===== src/buffer_manager_regs_pkg.sv =====
// Purpose: Constants shared by the buffer manager register block
// Assumes: Register addresses are word indices on a plain register port
// Notes: Pacing tick derived from a 20 ns unit and the 40 MHz clock
package buffer_manager_regs_pkg;
  localparam int ADDR_W = 16;
  localparam int DATA_W = 32;
  localparam int PACE_W = 13;
  localparam int NUM_PORTS = 3;
  localparam int NUM_QUEUES = 4;
  // Register indices
  localparam logic [15:0] EGRESS_PACE_P2_Q0_Q1 = 16'h1C11;
  localparam logic [15:0] EGRESS_PACE_P2_Q2_Q3 = 16'h1C12;
  localparam logic [15:0] DEFAULT_TAG_PORT0 = 16'h1C13;
  localparam logic [15:0] DEFAULT_TAG_PORT1 = 16'h1C14;
  localparam logic [15:0] DEFAULT_TAG_PORT2 = 16'h1C15;
  localparam logic [15:0] RATE_DROP_COUNT_PORT0 = 16'h1C16;
  localparam logic [15:0] RATE_DROP_COUNT_PORT1 = 16'h1C17;
  localparam logic [15:0] RATE_DROP_COUNT_PORT2 = 16'h1C18;
  // Field positions
  localparam int PACE_HI_LSB = 13;
  localparam int PACE_LO_LSB = 0;
  localparam int PRIO_LSB = 12;
  localparam int PRIO_W = 3;
  localparam int VID_LSB = 0;
  localparam int VID_W = 12;
  // Reset values
  localparam logic [12:0] PACE_RESET = 13'h0000;
  localparam logic [2:0] PRIO_RESET = 3'h0;
  localparam logic [11:0] VID_RESET = 12'h000;
  localparam logic [31:0] COUNT_RESET = 32'h00000000;
  localparam logic [31:0] COUNT_MAX = 32'hFFFFFFFF;
  // Pacing time unit
  localparam int PACE_UNIT_NS = 20;
  localparam int CLK_PERIOD_PS = 25000;
  localparam int PACE_UNIT_PS = PACE_UNIT_NS * 1000;
  // Whole clocks per unit, rounded down, never below one
  localparam int PACE_UNIT_CYC_RAW = PACE_UNIT_PS / CLK_PERIOD_PS;
  localparam int PACE_UNIT_CYC = (PACE_UNIT_CYC_RAW < 1) ? 1 : PACE_UNIT_CYC_RAW;
endpackage


===== src/drop_counter.sv =====
// Purpose: Saturating clear-on-read drop counter
// Assumes: Discard pulses are on the same clock
// Notes: Discard during a clearing read restarts at one
`timescale 1ns/100ps
`default_nettype none
module drop_counter
  import buffer_manager_regs_pkg::*;
(
  // Clock and reset
  input wire logic clk_i,
  input wire logic reset_n_i,
  // Events
  input wire logic discard_i,
  input wire logic clear_i,
  // Value
  output logic [31:0] count_o
);
  logic [31:0] count;
  logic [31:0] next_count;

  always_comb
  begin
    next_count = count;
    if (clear_i)
    begin
      next_count = discard_i ? 32'h00000001 : COUNT_RESET;
    end
    else if (discard_i && count != COUNT_MAX)
    begin
      next_count = count + 32'h00000001;
    end
  end

  always_ff @(posedge clk_i or negedge reset_n_i)
  begin
    if (!reset_n_i)
    begin
      count <= 32'h00000000;
    end
    else
    begin
      count <= next_count;
    end
  end

  assign count_o = count;
endmodule
`default_nettype wire


===== src/pace_timer.sv =====
// Purpose: Per-byte egress pacing timer for one queue
// Assumes: tick_i pulses once every PACE_UNIT_CYC clocks, each tick worth TICK_PS
// Notes: Slot is interval plus one units, rounded up to whole ticks
`timescale 1ns/100ps
`default_nettype none
module pace_timer
  import buffer_manager_regs_pkg::*;
(
  // Clock and reset
  input wire logic clk_i,
  input wire logic reset_n_i,
  // Control
  input wire logic tick_i,
  input wire logic [PACE_W-1:0] interval_i,
  input wire logic byte_sent_i,
  // Status
  output logic byte_ready_o
);
  // Time kept in picoseconds so a 20 ns unit paces right on a 25 ns clock
  localparam int TICK_PS = PACE_UNIT_CYC * CLK_PERIOD_PS;
  localparam int REM_W = $clog2((2 ** PACE_W) * PACE_UNIT_PS + 1);
  localparam logic [REM_W-1:0] UNIT_PS = REM_W'(PACE_UNIT_PS);
  localparam logic [REM_W-1:0] STEP_PS = REM_W'(TICK_PS);

  logic [REM_W-1:0] remain;
  logic [REM_W-1:0] next_remain;

  always_comb
  begin
    next_remain = remain;
    if (byte_sent_i)
    begin
      next_remain = REM_W'(interval_i) * UNIT_PS + UNIT_PS;
    end
    else if (tick_i && remain != '0)
    begin
      // Last partial step ends the slot; a byte never goes early
      next_remain = (remain > STEP_PS) ? remain - STEP_PS : '0;
    end
  end

  always_ff @(posedge clk_i or negedge reset_n_i)
  begin
    if (!reset_n_i)
    begin
      remain <= '0;
    end
    else
    begin
      remain <= next_remain;
    end
  end

  // Handshake output; a byte may go when the slot has expired
  assign byte_ready_o = (remain == '0);
endmodule
`default_nettype wire


===== src/switch_buffer_port_config_regs.sv =====
// Purpose: Buffer manager pacing, default tag and drop count registers
// Assumes: Single 40 MHz clock; discard and byte pulses are synchronous
// Assumes: Master never raises both strobes in one cycle
// Notes: Registers sit at word indices; reserved bits read as zero
// Notes: Unmapped indices read zero and ignore writes
// Notes: Pacing slots round up to whole clocks, never short
// Notes: Saturation and restart at one live in the drop counters
`timescale 1ns/100ps
`default_nettype none
module switch_buffer_port_config_regs
  import buffer_manager_regs_pkg::*;
#(
  parameter int NPORTS = NUM_PORTS,
  parameter int NQUEUES = NUM_QUEUES
)
(
  // Clock and reset
  input wire logic clk_i,
  input wire logic reset_n_i,
  // Register port
  input wire logic [buffer_manager_regs_pkg::ADDR_W-1:0] addr_i,
  input wire logic [buffer_manager_regs_pkg::DATA_W-1:0] wdata_i,
  input wire logic write_i,
  input wire logic read_i,
  output logic [buffer_manager_regs_pkg::DATA_W-1:0] rdata_o,
  // Ingress rate-limit discards, one pulse per packet
  input wire logic [NPORTS-1:0] rate_discard_i,
  // Port 2 egress pacing
  input wire logic [NQUEUES-1:0] byte_sent_i,
  output logic [NQUEUES-1:0] byte_ready_o,
  output logic [NQUEUES*buffer_manager_regs_pkg::PACE_W-1:0] pace_interval_o,
  // Default tags for egress insert or change
  output logic [NPORTS*buffer_manager_regs_pkg::PRIO_W-1:0] default_prio_o,
  output logic [NPORTS*buffer_manager_regs_pkg::VID_W-1:0] default_vid_o
);
  import buffer_manager_regs_pkg::*;

  // Elaboration checks; decode loops assume these counts and contiguous indices
  if (NPORTS != NUM_PORTS || NQUEUES != NUM_QUEUES)
  begin : g_bad_count
    $error("Register map serves exactly three ports and four queues");
  end
  if (ADDR_W < 16 || DATA_W < 32)
  begin : g_bad_width
    $error("Register port narrower than the map");
  end
  if (DEFAULT_TAG_PORT2 != DEFAULT_TAG_PORT0 + 16'(NUM_PORTS - 1))
  begin : g_bad_tag_map
    $error("Default tag indices must be contiguous");
  end
  if (RATE_DROP_COUNT_PORT2 != RATE_DROP_COUNT_PORT0 + 16'(NUM_PORTS - 1))
  begin : g_bad_drop_map
    $error("Drop count indices must be contiguous");
  end
  if (PACE_HI_LSB < PACE_LO_LSB + PACE_W || PRIO_LSB < VID_LSB + VID_W)
  begin : g_bad_fields
    $error("Packed fields overlap");
  end
  if (PACE_HI_LSB + PACE_W > DATA_W || PRIO_LSB + PRIO_W > DATA_W)
  begin : g_bad_fit
    $error("Packed fields do not fit the data word");
  end
  if (PACE_UNIT_CYC > 256)
  begin : g_bad_div
    $error("Pacing divider cannot count this many clocks");
  end

  // Configuration state
  logic [PACE_W-1:0] pace [NQUEUES];
  logic [PACE_W-1:0] next_pace [NQUEUES];
  logic [PRIO_W-1:0] prio [NPORTS];
  logic [PRIO_W-1:0] next_prio [NPORTS];
  logic [VID_W-1:0] vid [NPORTS];
  logic [VID_W-1:0] next_vid [NPORTS];
  // Read and count state
  logic [DATA_W-1:0] rdata;
  logic [DATA_W-1:0] next_rdata;
  logic [31:0] count [NPORTS];
  logic [NPORTS-1:0] clear;
  logic sel_pace_q01;
  logic sel_pace_q23;
  logic [NPORTS-1:0] sel_tag;
  logic [NPORTS-1:0] sel_drop;
  // Pacing tick
  logic [7:0] tick_div;
  logic [7:0] next_tick_div;
  logic tick;

  // Word index decode, used in several places
  function automatic logic hit(input logic [ADDR_W-1:0] a, input logic [15:0] idx);
    hit = (a == idx);
  endfunction

  function automatic logic [DATA_W-1:0] pack_pace(input logic [PACE_W-1:0] hi, input logic [PACE_W-1:0] lo);
    pack_pace = '0;
    pack_pace[PACE_HI_LSB +: PACE_W] = hi;
    pack_pace[PACE_LO_LSB +: PACE_W] = lo;
  endfunction

  function automatic logic [DATA_W-1:0] pack_tag(input logic [PRIO_W-1:0] p, input logic [VID_W-1:0] v);
    pack_tag = '0;
    pack_tag[PRIO_LSB +: PRIO_W] = p;
    pack_tag[VID_LSB +: VID_W] = v;
  endfunction

  // Register selects, shared by the write, read and clear paths
  always_comb
  begin
    sel_pace_q01 = hit(addr_i, EGRESS_PACE_P2_Q0_Q1);
    sel_pace_q23 = hit(addr_i, EGRESS_PACE_P2_Q2_Q3);
    for (int p = 0; p < NPORTS; p++)
    begin
      sel_tag[p] = hit(addr_i, DEFAULT_TAG_PORT0 + 16'(p));
      sel_drop[p] = hit(addr_i, RATE_DROP_COUNT_PORT0 + 16'(p));
    end
  end

  // Pacing intervals
  always_comb
  begin
    for (int q = 0; q < NQUEUES; q++)
    begin
      next_pace[q] = pace[q];
    end
    if (write_i && sel_pace_q01)
    begin
      next_pace[0] = wdata_i[PACE_LO_LSB +: PACE_W];
      next_pace[1] = wdata_i[PACE_HI_LSB +: PACE_W];
    end
    if (write_i && sel_pace_q23)
    begin
      next_pace[2] = wdata_i[PACE_LO_LSB +: PACE_W];
      next_pace[3] = wdata_i[PACE_HI_LSB +: PACE_W];
    end
  end

  always_ff @(posedge clk_i or negedge reset_n_i)
  begin
    if (!reset_n_i)
    begin
      for (int q = 0; q < NQUEUES; q++)
      begin
        pace[q] <= PACE_RESET;
      end
    end
    else
    begin
      pace <= next_pace;
    end
  end

  // Default tags, one register per port
  always_comb
  begin
    for (int p = 0; p < NPORTS; p++)
    begin
      next_prio[p] = prio[p];
      next_vid[p] = vid[p];
      if (write_i && sel_tag[p])
      begin
        next_prio[p] = wdata_i[PRIO_LSB +: PRIO_W];
        next_vid[p] = wdata_i[VID_LSB +: VID_W];
      end
    end
  end

  always_ff @(posedge clk_i or negedge reset_n_i)
  begin
    if (!reset_n_i)
    begin
      for (int p = 0; p < NPORTS; p++)
      begin
        prio[p] <= PRIO_RESET;
        vid[p] <= VID_RESET;
      end
    end
    else
    begin
      prio <= next_prio;
      vid <= next_vid;
    end
  end

  // Read path; data stands one cycle after the strobe only
  always_comb
  begin
    next_rdata = '0;
    if (read_i)
    begin
      if (sel_pace_q01)
      begin
        next_rdata = pack_pace(pace[1], pace[0]);
      end
      if (sel_pace_q23)
      begin
        next_rdata = pack_pace(pace[3], pace[2]);
      end
      for (int p = 0; p < NPORTS; p++)
      begin
        if (sel_tag[p])
        begin
          next_rdata = pack_tag(prio[p], vid[p]);
        end
        if (sel_drop[p])
        begin
          next_rdata = count[p];
        end
      end
    end
  end

  always_ff @(posedge clk_i or negedge reset_n_i)
  begin
    if (!reset_n_i)
    begin
      rdata <= '0;
    end
    else
    begin
      rdata <= next_rdata;
    end
  end

  assign rdata_o = rdata;

  // Drop counters; clear rides the same edge that captures the value
  always_comb
  begin
    for (int p = 0; p < NPORTS; p++)
    begin
      // A discard in the clearing cycle survives as a count of one
      clear[p] = read_i && sel_drop[p];
    end
  end

  for (genvar p = 0; p < NPORTS; p++)
  begin : g_count
    drop_counter u_count (
      .clk_i(clk_i),
      .reset_n_i(reset_n_i),
      .discard_i(rate_discard_i[p]),
      .clear_i(clear[p]),
      .count_o(count[p])
    );
  end

  // Pacing unit divider; 20 ns is under one 25 ns clock, so one tick per clock
  always_comb
  begin
    next_tick_div = tick_div + 8'h01;
    if (tick_div >= 8'(PACE_UNIT_CYC - 1))
    begin
      next_tick_div = 8'h00;
    end
  end

  always_ff @(posedge clk_i or negedge reset_n_i)
  begin
    if (!reset_n_i)
    begin
      tick_div <= 8'h00;
    end
    else
    begin
      tick_div <= next_tick_div;
    end
  end

  assign tick = (tick_div >= 8'(PACE_UNIT_CYC - 1));

  for (genvar q = 0; q < NQUEUES; q++)
  begin : g_pace
    pace_timer u_pace (
      .clk_i(clk_i),
      .reset_n_i(reset_n_i),
      .tick_i(tick),
      .interval_i(pace[q]),
      .byte_sent_i(byte_sent_i[q]),
      .byte_ready_o(byte_ready_o[q])
    );
    // Raw field also goes out for the egress scheduler
    assign pace_interval_o[q*PACE_W +: PACE_W] = pace[q];
  end

  for (genvar p = 0; p < NPORTS; p++)
  begin : g_tag
    assign default_prio_o[p*PRIO_W +: PRIO_W] = prio[p];
    assign default_vid_o[p*VID_W +: VID_W] = vid[p];
  end
endmodule
`default_nettype wire


===== config.mk =====
export PLATFORM = sky130hd
export DESIGN_NAME = switch_buffer_port_config_regs
export DESIGN_NICKNAME = d
export VERILOG_FILES = /design/src/buffer_manager_regs_pkg.sv /design/src/drop_counter.sv /design/src/pace_timer.sv /design/src/switch_buffer_port_config_regs.sv
export SDC_FILE = /design/constraint.sdc
export NUM_CORES = 1
export LEC_CHECK = 0
export ABC_AREA = 1
export BUFFER_PORTS_ARGS = -buffer_cell sky130_fd_sc_hd__buf_4
export CORE_UTILIZATION = 40
export CTS_CLUSTER_DIAMETER = 80
export DETAILED_ROUTE_END_ITERATION = 10
export GPL_ROUTABILITY_DRIVEN = 0
export GPL_TIMING_DRIVEN = 0
export PLACE_DENSITY = 0.59
export SETUP_SLACK_MARGIN = 0.15
export SKIP_LAST_GASP = 1
export SYNTH_ARGS = -nofsm -noshare
export SYNTH_HDL_FRONTEND = slang
export SYNTH_HIERARCHICAL = 1
export SYNTH_SLANG_ARGS = --single-unit

===== constraint.sdc =====
create_clock -name clk_i -period 8.9 [get_ports clk_i]
set_input_delay 0.445 -clock clk_i [delete_from_list [all_inputs] [get_ports clk_i]]
set_output_delay 0.445 -clock clk_i [all_outputs]
set_load 0.03 [all_outputs]

# Yosys cells after proc, flatten, opt, wreduce, memory -nomap -nowiden

Index checks and enable logic that the tools add are counted.

Register bits after elaboration: 345
Latch bits: 0
Memory bits (writable): 0
ROM bits: 0
Bits of input ports: 59
Output and inout bits: 133
Logic and storage cells: 112
Memories: 0

$add $sub $neg: 12
$mul: 4
Divide/modulo/power cells: 0
$lt $le $gt $ge: 5
Equality and inequality tests: 11
Shift-type cells: 0
Muxes and demuxes: 31
Bitwise logic cells: 0
Reduce and logical (&&, ||, !) cells: 30

Operators with widths:

| kind                     | count |
|---|---|
| $mux W32                 | 14 |
| $mux W28                 | 12 |
| $eq A16 B13 Y1 const B   | 8 |
| $add A28 B15 Y28 const B | 4 |
| $gt A28 B15 Y1 const B   | 4 |
| $logic_not A28 Y1        | 4 |
| $reduce_bool A28 Y1      | 4 |
| $sub A28 B15 Y28 const B | 4 |
| $add A32 B1 Y32 const B  | 3 |
| $ne A32 B32 Y1 const B   | 3 |
| $mul A13 B10 Y23 const B | 4 |
| $mux W26                 | 1 |
| $logic_and A1 B1 Y1      | 15 |
| $reduce_bool A2 Y1       | 7 |
| $add A8 B1 Y8 const B    | 1 |
| $ge A8 B1 Y1 const B     | 1 |
| $mux W8                  | 1 |
| $mux W1                  | 3 |

# Logic depth before layout (Yosys ltp)

Gate-level depths: netlist (run 1).

Depth after elaboration: 10
Mapped depth: 28
Depth with buffers taken out: 28

# Hierarchy

The synthesis (run 1) kept the hierarchy.

By module, submodules not included:

| module                         | times used | cells an instance | area each (um2) | sequential area each (um2) |
|---|---|---|---|---|
| drop_counter                   | 3          | 347               | 2234.6          | 800.8 |
| switch_buffer_port_config_regs | 1          | 843               | 6492.5          | 3228.1 |
| pace_timer (g_pace[3].u_pace)  | 1          | 750               | 4964.8          | 625.6 |
| pace_timer (g_pace[1].u_pace)  | 1          | 737               | 4864.7          | 625.6 |
| pace_timer (g_pace[0].u_pace)  | 1          | 727               | 4795.8          | 625.6 |
| pace_timer (g_pace[2].u_pace)  | 1          | 731               | 4769.6          | 625.6 |

# Worst setup path after synthesis (run 1)

No wires, ideal clock.

Kind: flip-flop to flip-flop
From: reg pace (netlist bit pace_interval_o[17])
To: reg g_pace[1].u_pace.remain[25]
Library setup time: 0.077 ns
Data arrival time: 4.501 ns
Required time: 8.823 ns
Slack: 4.322 ns
Cell stages (with the launch flop): 28
Buffers on the path: 0
Clock period less this slack: 4.578 ns
Path through: dfrtp_1 inv_1 fa_1 inv_1 ha_1 inv_1 fa_1 inv_1 ha_1 inv_1 fa_1 inv_1 ha_1 nand2_1 inv_1 nand2_1 nand2_1 inv_1 nand2_1 nand2_1 nand2_1 nor2_2 nand3_1 nor2_2 nand2_1 nand2_1 nand3_1 a21oi_1

Cells in the longest elaborated chain, start to end: 3

RTL lines:

| what                     | line                                  | text |
|---|---|---|
| start: declaration       | switch_buffer_port_config_regs.sv:69  | `logic [PACE_W-1:0] pace [NQUEUES];` |
| start signal: assignment | switch_buffer_port_config_regs.sv:148 | `pace <= next_pace;` |
| $mul A13 B10 Y23         | pace_timer.sv:33                      | `next_remain = REM_W'(interval_i) * UNIT_PS + UNIT_PS;` |
| $add A28 B15 Y28         | pace_timer.sv:33                      |  |
| $mux W28                 | pace_timer.sv:31                      | `if (byte_sent_i)` |
| end signal: assignment   | pace_timer.sv:50                      | `remain <= next_remain;` |
| end: declaration         | pace_timer.sv:25                      | `logic [REM_W-1:0] remain;` |

No other way between the ends.
A chain may end at the register's enable or synchronous reset.

# Worst setup path in the final report (run 1)

From: reg pace (netlist bit pace_interval_o[8])
To: reg g_pace[0].u_pace.remain[27]

Cells in the longest elaborated chain, start to end: 3

RTL lines:

| what                   | line |
|---|---|
| $mul A13 B10 Y23       | pace_timer.sv:33 |
| $add A28 B15 Y28       | pace_timer.sv:33 |
| $mux W28               | pace_timer.sv:31 |
| end signal: assignment | pace_timer.sv:50 |
| end: declaration       | pace_timer.sv:25 |

No other way between the ends.

==> flow_metrics.tcl, run 1 <==
set metrics [dict create \
    crit_family "adder cells" \
    critPathSlowestCell "sky130_fd_sc_hd__dfrtp_1" \
    crit_path_top_cell_by_count "sky130_fd_sc_hd__nand2_1" \
    fin_nets 5486 \
    syn-mean-instance-area_um2 6.75 \
    path_buf_inv 6 \
    residual_drc_count 0 \
    final_min_period_over_clock_period_pct 59.2 \
    netlist_instances 4829 \
    gr-total-overflow 0 \
    fin_worst_skew_ps 42.6 \
    areaGrowthSynthToFinish_pct 13.5 \
    wl_um 100000 \
    yosysTopAreaCellShare_pct 25.0 \
    grt_pass1_vias 29400 \
    tritoncts.num_buffers 44 \
    worst_ep_arrival_time_ps 5790 \
    timing_worst_slew_pin_value_ps 695 \
    synthDominantAreaCellType "sky130_fd_sc_hd__dfrtp_1" \
    maxSlewViolCount 0 \
    cts_resized 0 \
    power_density_nw_per_um2 121 \
    number_of_antenna_violations_at_the_first_check_in_global_routing 4 \
    initialDrtViolationCount 2397 \
    critPathMaxStageDelay_ps 730 \
    critical_path_peak_fanout 6 \
    yosysSeqAreaShare_pct 25.0 \
    instances_no_fill 6160 \
    wire_per_inst_um 16.2 \
    cts_sinks 325 \
    die_h_um 287 \
    place_hpwl_um 80000 \
    rsz0062_at_grt "no" \
    ctsRootBufferMaster "sky130_fd_sc_hd__clkbuf_16" \
    globalRouteMet1Util_pct 34.5 \
    postSynthRegisterBits 325 \
    layout.filler_cells 8454 \
    pre_cts_ws_ps 3690 \
    worst_slew_margin_rel_pct 53.7 \
    setup.worst_path.start_class "flip-flop" \
    layout_commonest_cell "sky130_fd_sc_hd__nand2_1" \
    htreeDepth 2 \
    floorplan.die.width_um 287 \
    setup_tns_ps 0 \
    use_met2_pct 38.4 \
    hold_class "in2reg" \
    clkLatencyLatePin_ps 630 \
    via_per_inst 5.08 \
    path_class "reg2reg" \
    cp_data_required_time_ps 9420 \
    run_status "complete, no violations" \
    cell_types_with_the_largest_area_share_after_synthesis "sky130_fd_sc_hd__dfrtp_1, sky130_fd_sc_hd__nand2_1, sky130_fd_sc_hd__ha_1, sky130_fd_sc_hd__inv_1, sky130_fd_sc_hd__fa_1" \
    mappedNetlistArea_um2 32600 \
    yosys_warnings 6 \
    numPortBuffers 182 \
    maxcap_violations 0 \
    finalCriticalPeriod_ps 5260 \
    setup.worst_path.end_class "flip-flop" \
    final-hold-violation-count 0 \
    cts_clock_pin_slew_for_the_worst_setup_and_hold_paths_ps 60 \
    post-route-worst-setup-slack_ps 3640 \
    layout-drive-gt1-share_pct 12.2 \
    leading_cell_types_in_the_layout_fill_and_taps_excluded "sky130_fd_sc_hd__nand2_1, sky130_fd_sc_hd__inv_1, sky130_fd_sc_hd__nor2_1, sky130_fd_sc_hd__nand3_1, sky130_fd_sc_hd__dfrtp_1" \
    place.detailed.instances 6077 \
    cts_buffer_depth 3 \
    achievable-frequency_ghz 0.190 \
    grt_util_all_layers_pct 24.3 \
    postRouteAntennaNets 0 \
    peak_supply_drop_mv 0.144 \
    fp.coreArea_um2 80500 \
    vias 31300 \
    finalSetupViolations 0 \
    grt_max_degree 100 \
    floorplan.initialDensity_pct 40.5 \
    leakagePower_nw 19.6 \
    floorplan.die_area_um2 82600 \
    gr_util_met3_pct 3.23 \
    postCtsSetupRepairBufs 0 \
    cts_tree "done" \
    ios 192 \
    global_route_wire_length_before_repair_um 160000 \
    first_pass_detailed_route_iteration_total 6 \
    grt_busiest_layer "met2" \
    synth.distinct_cells 69 \
    std_cell_rows 104 \
]
[state kept, by name (all words and copies together) (netlist names)]
signal	flops
g_count.u_count/count_o	96
rdata_o	32
default_prio_o	9
pace_interval_o	52
g_pace.u_pace/remain	100
default_vid_o	36
[worst register-to-register path: stages (launching register included)]
cell and delay [ps]:
sky130_fd_sc_hd__dfrtp_1 730, sky130_fd_sc_hd__inv_1 250, sky130_fd_sc_hd__fa_1 530, sky130_fd_sc_hd__inv_1 40, sky130_fd_sc_hd__ha_1 310, sky130_fd_sc_hd__fa_1 510
sky130_fd_sc_hd__ha_1 290, sky130_fd_sc_hd__inv_1 50, sky130_fd_sc_hd__fa_1 490, sky130_fd_sc_hd__inv_1 40, sky130_fd_sc_hd__ha_1 350, sky130_fd_sc_hd__nand2_1 150
sky130_fd_sc_hd__inv_1 50, sky130_fd_sc_hd__nand2_1 60, sky130_fd_sc_hd__nand2_1 70, sky130_fd_sc_hd__inv_1 110, sky130_fd_sc_hd__nand3_1 160, sky130_fd_sc_hd__nand2_1 120
sky130_fd_sc_hd__nand2_2 90, sky130_fd_sc_hd__nor2_1 120, sky130_fd_sc_hd__nand2_1 90, sky130_fd_sc_hd__nor2_1 130, sky130_fd_sc_hd__nand2_1 60, sky130_fd_sc_hd__nand2_1 60
sky130_fd_sc_hd__nand3_1 130, sky130_fd_sc_hd__a21oi_1 160
[synth_stat cells, drive strengths merged]
| master | n |
|---|---|
| o22ai | 4 |
| a21oi | 210 |
| xnor2 | 38 |
| o211ai | 19 |
| o21ai | 239 |
| nor2 | 497 |
| or2 | 10 |
| o22a | 1 |
| nor3 | 28 |
| buf | 69 |
| nor3b | 1 |
| conb | 1 |
| nand2 | 1509 |
| clkinv | 8 |
| o221ai | 2 |
| o31ai | 7 |
| ha | 259 |
| nand3 | 381 |
| a31oi | 19 |
| a22oi | 18 |
| o31a | 1 |
| a211oi | 1 |
| nand4 | 103 |
| a21o | 4 |
| fa | 104 |
| and3 | 1 |
| and2 | 10 |
| dfrtp | 325 |
| nor4 | 12 |
| inv | 831 |
| o2111ai | 1 |
| clkbuf | 35 |
| nand3b | 17 |
| o21a | 5 |
| xor2 | 41 |
| a22o | 6 |
| o21bai | 10 |
| o32ai | 2 |
[where the power goes]
group | switching (mW) | internal (mW) | total [mW]
logic | 0.494 | 0.293 | 0.787
registers | 0.161 | 1.60 | 1.76
clock network | 0.770 | 1.17 | 1.94
[repair_timing]
action                     CTS  global route
setup endpoints to repair    0             0
hold buffers                 1             0
hold endpoints to repair    65             0
[cell families after synthesis]
kind of cell | Yosys count | synth area share, %
other | 1 | 0.0115
buffers and inverters | 943 | 11.8
adder cells (fa/ha/maj) | 363 | 16.3
AO/OA/AOI/OAI | 549 | 9.58
flip-flops | 325 | 25.0
XOR/XNOR | 79 | 2.17
AND/OR/NAND/NOR | 2569 | 35.2
[worst paths after layout]
| path | startpoint | end | slack (ps) | cells past startpoint |
|---|---|---|---|---|
| max | pace_interval_o[8] | g_pace[0].u_pace/remain[27] | 3640 | 25 |
| min | read_i | rdata_o[12] | 110 | 3 |
| max reg2reg | pace_interval_o[8] | g_pace[0].u_pace/remain[27] | 3640 | 25 |
| min reg2reg | g_pace[3].u_pace/remain[17] | g_pace[3].u_pace/remain[17] | 530 | 2 |
| max in group asynchronous | reset_n_i | g_count[0].u_count/count_o[29] | 7120 | 4 |
| min in group asynchronous | reset_n_i | g_pace[3].u_pace/remain[26] | 380 | 2 |
[through the flow]
step                      cell area, um2  total power [mW]  utilization, %  hold slack, ps
after CTS                          37000              4.53            45.9            84.8
after global routing               37000              4.72            45.9             123
after floorplan                    32600              2.33               -             149
after detailed placement           35400              2.56            43.9             441
after global placement             35300              2.55            43.8             503
final                              37000              4.49            45.9             112
[final cells by class]
cell class                      instances  area, um2  share of cell area [%]
Tap cell                             1060       1330                    3.59
Clock inverter                         26        434                    1.17
Sequential cell                       325       8130                    22.0
Buffer                                104        672                    1.82
Timing Repair Buffer                  186       1470                    3.96
Antenna cell                            4       10.0                  0.0271
Multi-Input combinational cell       3564      20600                    55.8
Clock buffer                           52       1150                    3.11
Inverter                              839       3170                    8.58
[layer usage]
metal | vias to the layer above | wire length (um)
met1 | 14500 | 47400
met3 | 145 | 5990
met4 | 4 | 2790
met2 | 872 | 43800
met5 | - | 27
li1 | 15800 | -
Note: power is estimated with default switching activity, not from simulation.
==> inputs of run 2 (changes only) <==
--- a/config.mk
+++ b/config.mk
@@ -12,7 +12,7 @@
 export DETAILED_ROUTE_END_ITERATION = 10
 export GPL_ROUTABILITY_DRIVEN = 0
 export GPL_TIMING_DRIVEN = 0
-export PLACE_DENSITY = 0.59
+export PLACE_DENSITY = 0.61
 export SETUP_SLACK_MARGIN = 0.15
 export SKIP_LAST_GASP = 1
 export SYNTH_ARGS = -nofsm -noshare
==> constraint.sdc (replaced) <==
create_clock -name clk_i -period 4.62 [get_ports clk_i]
set_input_delay 0.231 -clock clk_i [delete_from_list [all_inputs] [get_ports clk_i]]
set_output_delay 0.231 -clock clk_i [all_outputs]
set_load 0.03 [all_outputs]
==> flow_metrics.tcl, run 2 (synthesis gave the netlist of run 1 again) <==
set metrics [dict create \
    finalCriticalPeriod_ps 4570 \
    wirelength_met1_um 49300 \
    layout.filler_cells 8058 \
    p_seq_share_pct 39.2 \
    via_per_inst 5.12 \
    swShare_pct 32.0 \
    worstSetupStartpoint "pace_interval_o[5]" \
    hold_ws_ps 48.8 \
    cts_buffer_depth 3 \
    gr-total-overflow 0 \
    crit_path_top_cell_by_count "sky130_fd_sc_hd__inv_2" \
    global_route_wire_length_before_repair_um 163000 \
    floorplan.initialDensity_pct 40.5 \
    peak_supply_drop_mv 0.269 \
    ctsRootBufferMaster "sky130_fd_sc_hd__clkbuf_16" \
    largest_register_ff_count 100 \
    fp.coreArea_um2 80500 \
    critPathMaxStageDelay_ps 550 \
    rsz0062_at_grt "yes" \
    die_h_um 287 \
    tritoncts.num_buffers 44 \
    regToRegSetupSlack_ps 50 \
    internal-power_mw 5.89 \
    std_cell_rows 104 \
    leakagePower_nw 20.5 \
    setup.worst_path.start_class "flip-flop" \
    ios 192 \
    initialDrtViolationCount 2511 \
    clkLatencyLatePin_ps 630 \
    rr_worst_depth 26 \
    first_pass_detailed_route_iteration_total 6 \
    instances_no_fill 6274 \
    htreeDepth 2 \
    wl_um 105000 \
    critPathSlowestCell "sky130_fd_sc_hd__fa_1" \
    cts_clock_pin_slew_for_the_worst_setup_and_hold_paths_ps 60 \
    crit-reg2reg-launch "pace_interval_o[5]" \
    fin_total_pwr_mw 8.65 \
    grt_max_degree 116 \
    cts_sinks 325 \
    residual_drc_count 0 \
    worst_slew_margin_rel_pct 55.9 \
    timing_worst_slew_pin_value_ps 661 \
    floorplan.die.width_um 287 \
    postRouteAntennaNets 0 \
    fin_nets 5601 \
    timing.rr.end "g_pace[0].u_pace/remain[26]" \
    finalSetupViolations 0 \
    top_layer "met4" \
    floorplan.die_area_um2 82600 \
    worst_ep_arrival_time_ps 5110 \
    met2WireLength_um 47100 \
    dr_wl_met3_um 5870 \
    number_of_antenna_violations_at_the_first_check_in_global_routing 2 \
    cp_data_required_time_ps 5160 \
    power_density_nw_per_um2 217 \
    grt_pass1_vias 29700 \
    place.detailed.instances 6077 \
    place_hpwl_um 79600 \
    hold_class "in2reg" \
    setup.worst_path.end_class "flip-flop" \
    combPwrFrac_pct 18.1 \
    timing.critical_path.to "g_pace[0].u_pace/remain[26]" \
    layout-drive-gt1-share_pct 22.0 \
    maxcap_violations 0 \
    run_status "complete, no violations" \
    final_min_period_over_clock_period_pct 98.9 \
    layout_commonest_cell "sky130_fd_sc_hd__nand2_1" \
    clock_power_share_pct 42.7 \
    areaGrowthSynthToFinish_pct 22.2 \
    switching_power_summed_over_all_nets_mw 2.76 \
    vias 32200 \
    grt_util_all_layers_pct 24.9 \
    fin_worst_skew_ps 58.2 \
    cts_tree "done" \
    final-hold-violation-count 0 \
    path_class "reg2reg" \
    maxSlewViolCount 0 \
    max_flop_register "g_pace.u_pace/remain" \
    setup_tns_ps 0 \
    leading_cell_types_in_the_layout_fill_and_taps_excluded "sky130_fd_sc_hd__nand2_1, sky130_fd_sc_hd__inv_1, sky130_fd_sc_hd__nor2_1, sky130_fd_sc_hd__nand3_1, sky130_fd_sc_hd__buf_4" \
    achievable-frequency_ghz 0.219 \
    whs_path_depth 3 \
    critical_path_peak_fanout 4 \
    wire_per_inst_um 16.8 \
    numPortBuffers 182 \
]
==> run 2: routing by layer <==
layer	track usage, %	vias up
li1	-	16000
met1	35.8	15100
met2	39.0	878
met3	2.73	169
met4	7.77	0
met5	0	-
==> run 2: cell type report <==
class / count / area (um2) / share of cell area (%)
antenna: 1 / 2.50 / 0.00628
buffer: 104 / 672 / 1.69
sequential: 325 / 8190 / 20.6
inverter: 839 / 3240 / 8.12
clock inverter: 21 / 337 / 0.845
multi-input combinational: 3564 / 22400 / 56.2
timing repair buffer: 301 / 2400 / 6.04
clock buffer: 59 / 1260 / 3.16
tap: 1060 / 1330 / 3.33
==> run 2: worst max-delay path: cells and delay by family (launching register included) <==
family / cells / cell delay, ps
flops: 1 / 460
simple gates: 10 / 1060
compound gates: 1 / 130
fa+ha+maj: 6 / 2390
buf+inv: 9 / 440
==> run 2: how the worst min path moves through the flow <==
stage	startpoint	end	slack (ps)
final	wdata_i[8]	default_vid_o[8]	50
after global routing	wdata_i[11]	default_vid_o[35]	60
after CTS	wdata_i[11]	pace_interval_o[11]	20
after detailed placement	reset_n_i	g_pace[3].u_pace/remain[26]	320
after global placement	g_pace[3].u_pace/remain[17]	g_pace[3].u_pace/remain[17]	500
after floorplan	reset_n_i	default_prio_o[0]	-60
==> run 2: metrics by stage <==
stage          utilization, %  setup slack, ps  cell area (um2)
2_1_floorplan               -              156            32600
3_3_place_gp             43.8             -479            35300
3_5_place_dp             44.0             -411            35400
4_1_cts                  47.5              141            38300
5_1_grt                  49.4             -135            39800
6_report                 49.5             49.6            39800
==> run 2: what timing repair did <==
item	in CTS	in global routing
hold buffers	17	0
endpoints found under the setup margin	48	48
pin swaps	64	172
setup buffers	59	40
hold endpoints to repair	129	0
gates resized for setup	187	351
==> run 2: power by group through the flow <==
| stage | registers, mW | clock network (mW) | logic [mW] |
|---|---|---|---|
| floorplan | 3.35 | 0 | 1.14 |
| global placement | 3.43 | 0 | 1.48 |
| detailed placement | 3.43 | 0 | 1.51 |
| CTS | 3.39 | 3.76 | 1.54 |
| global route | 3.43 | 3.88 | 1.77 |
| finish | 3.39 | 3.69 | 1.56 |
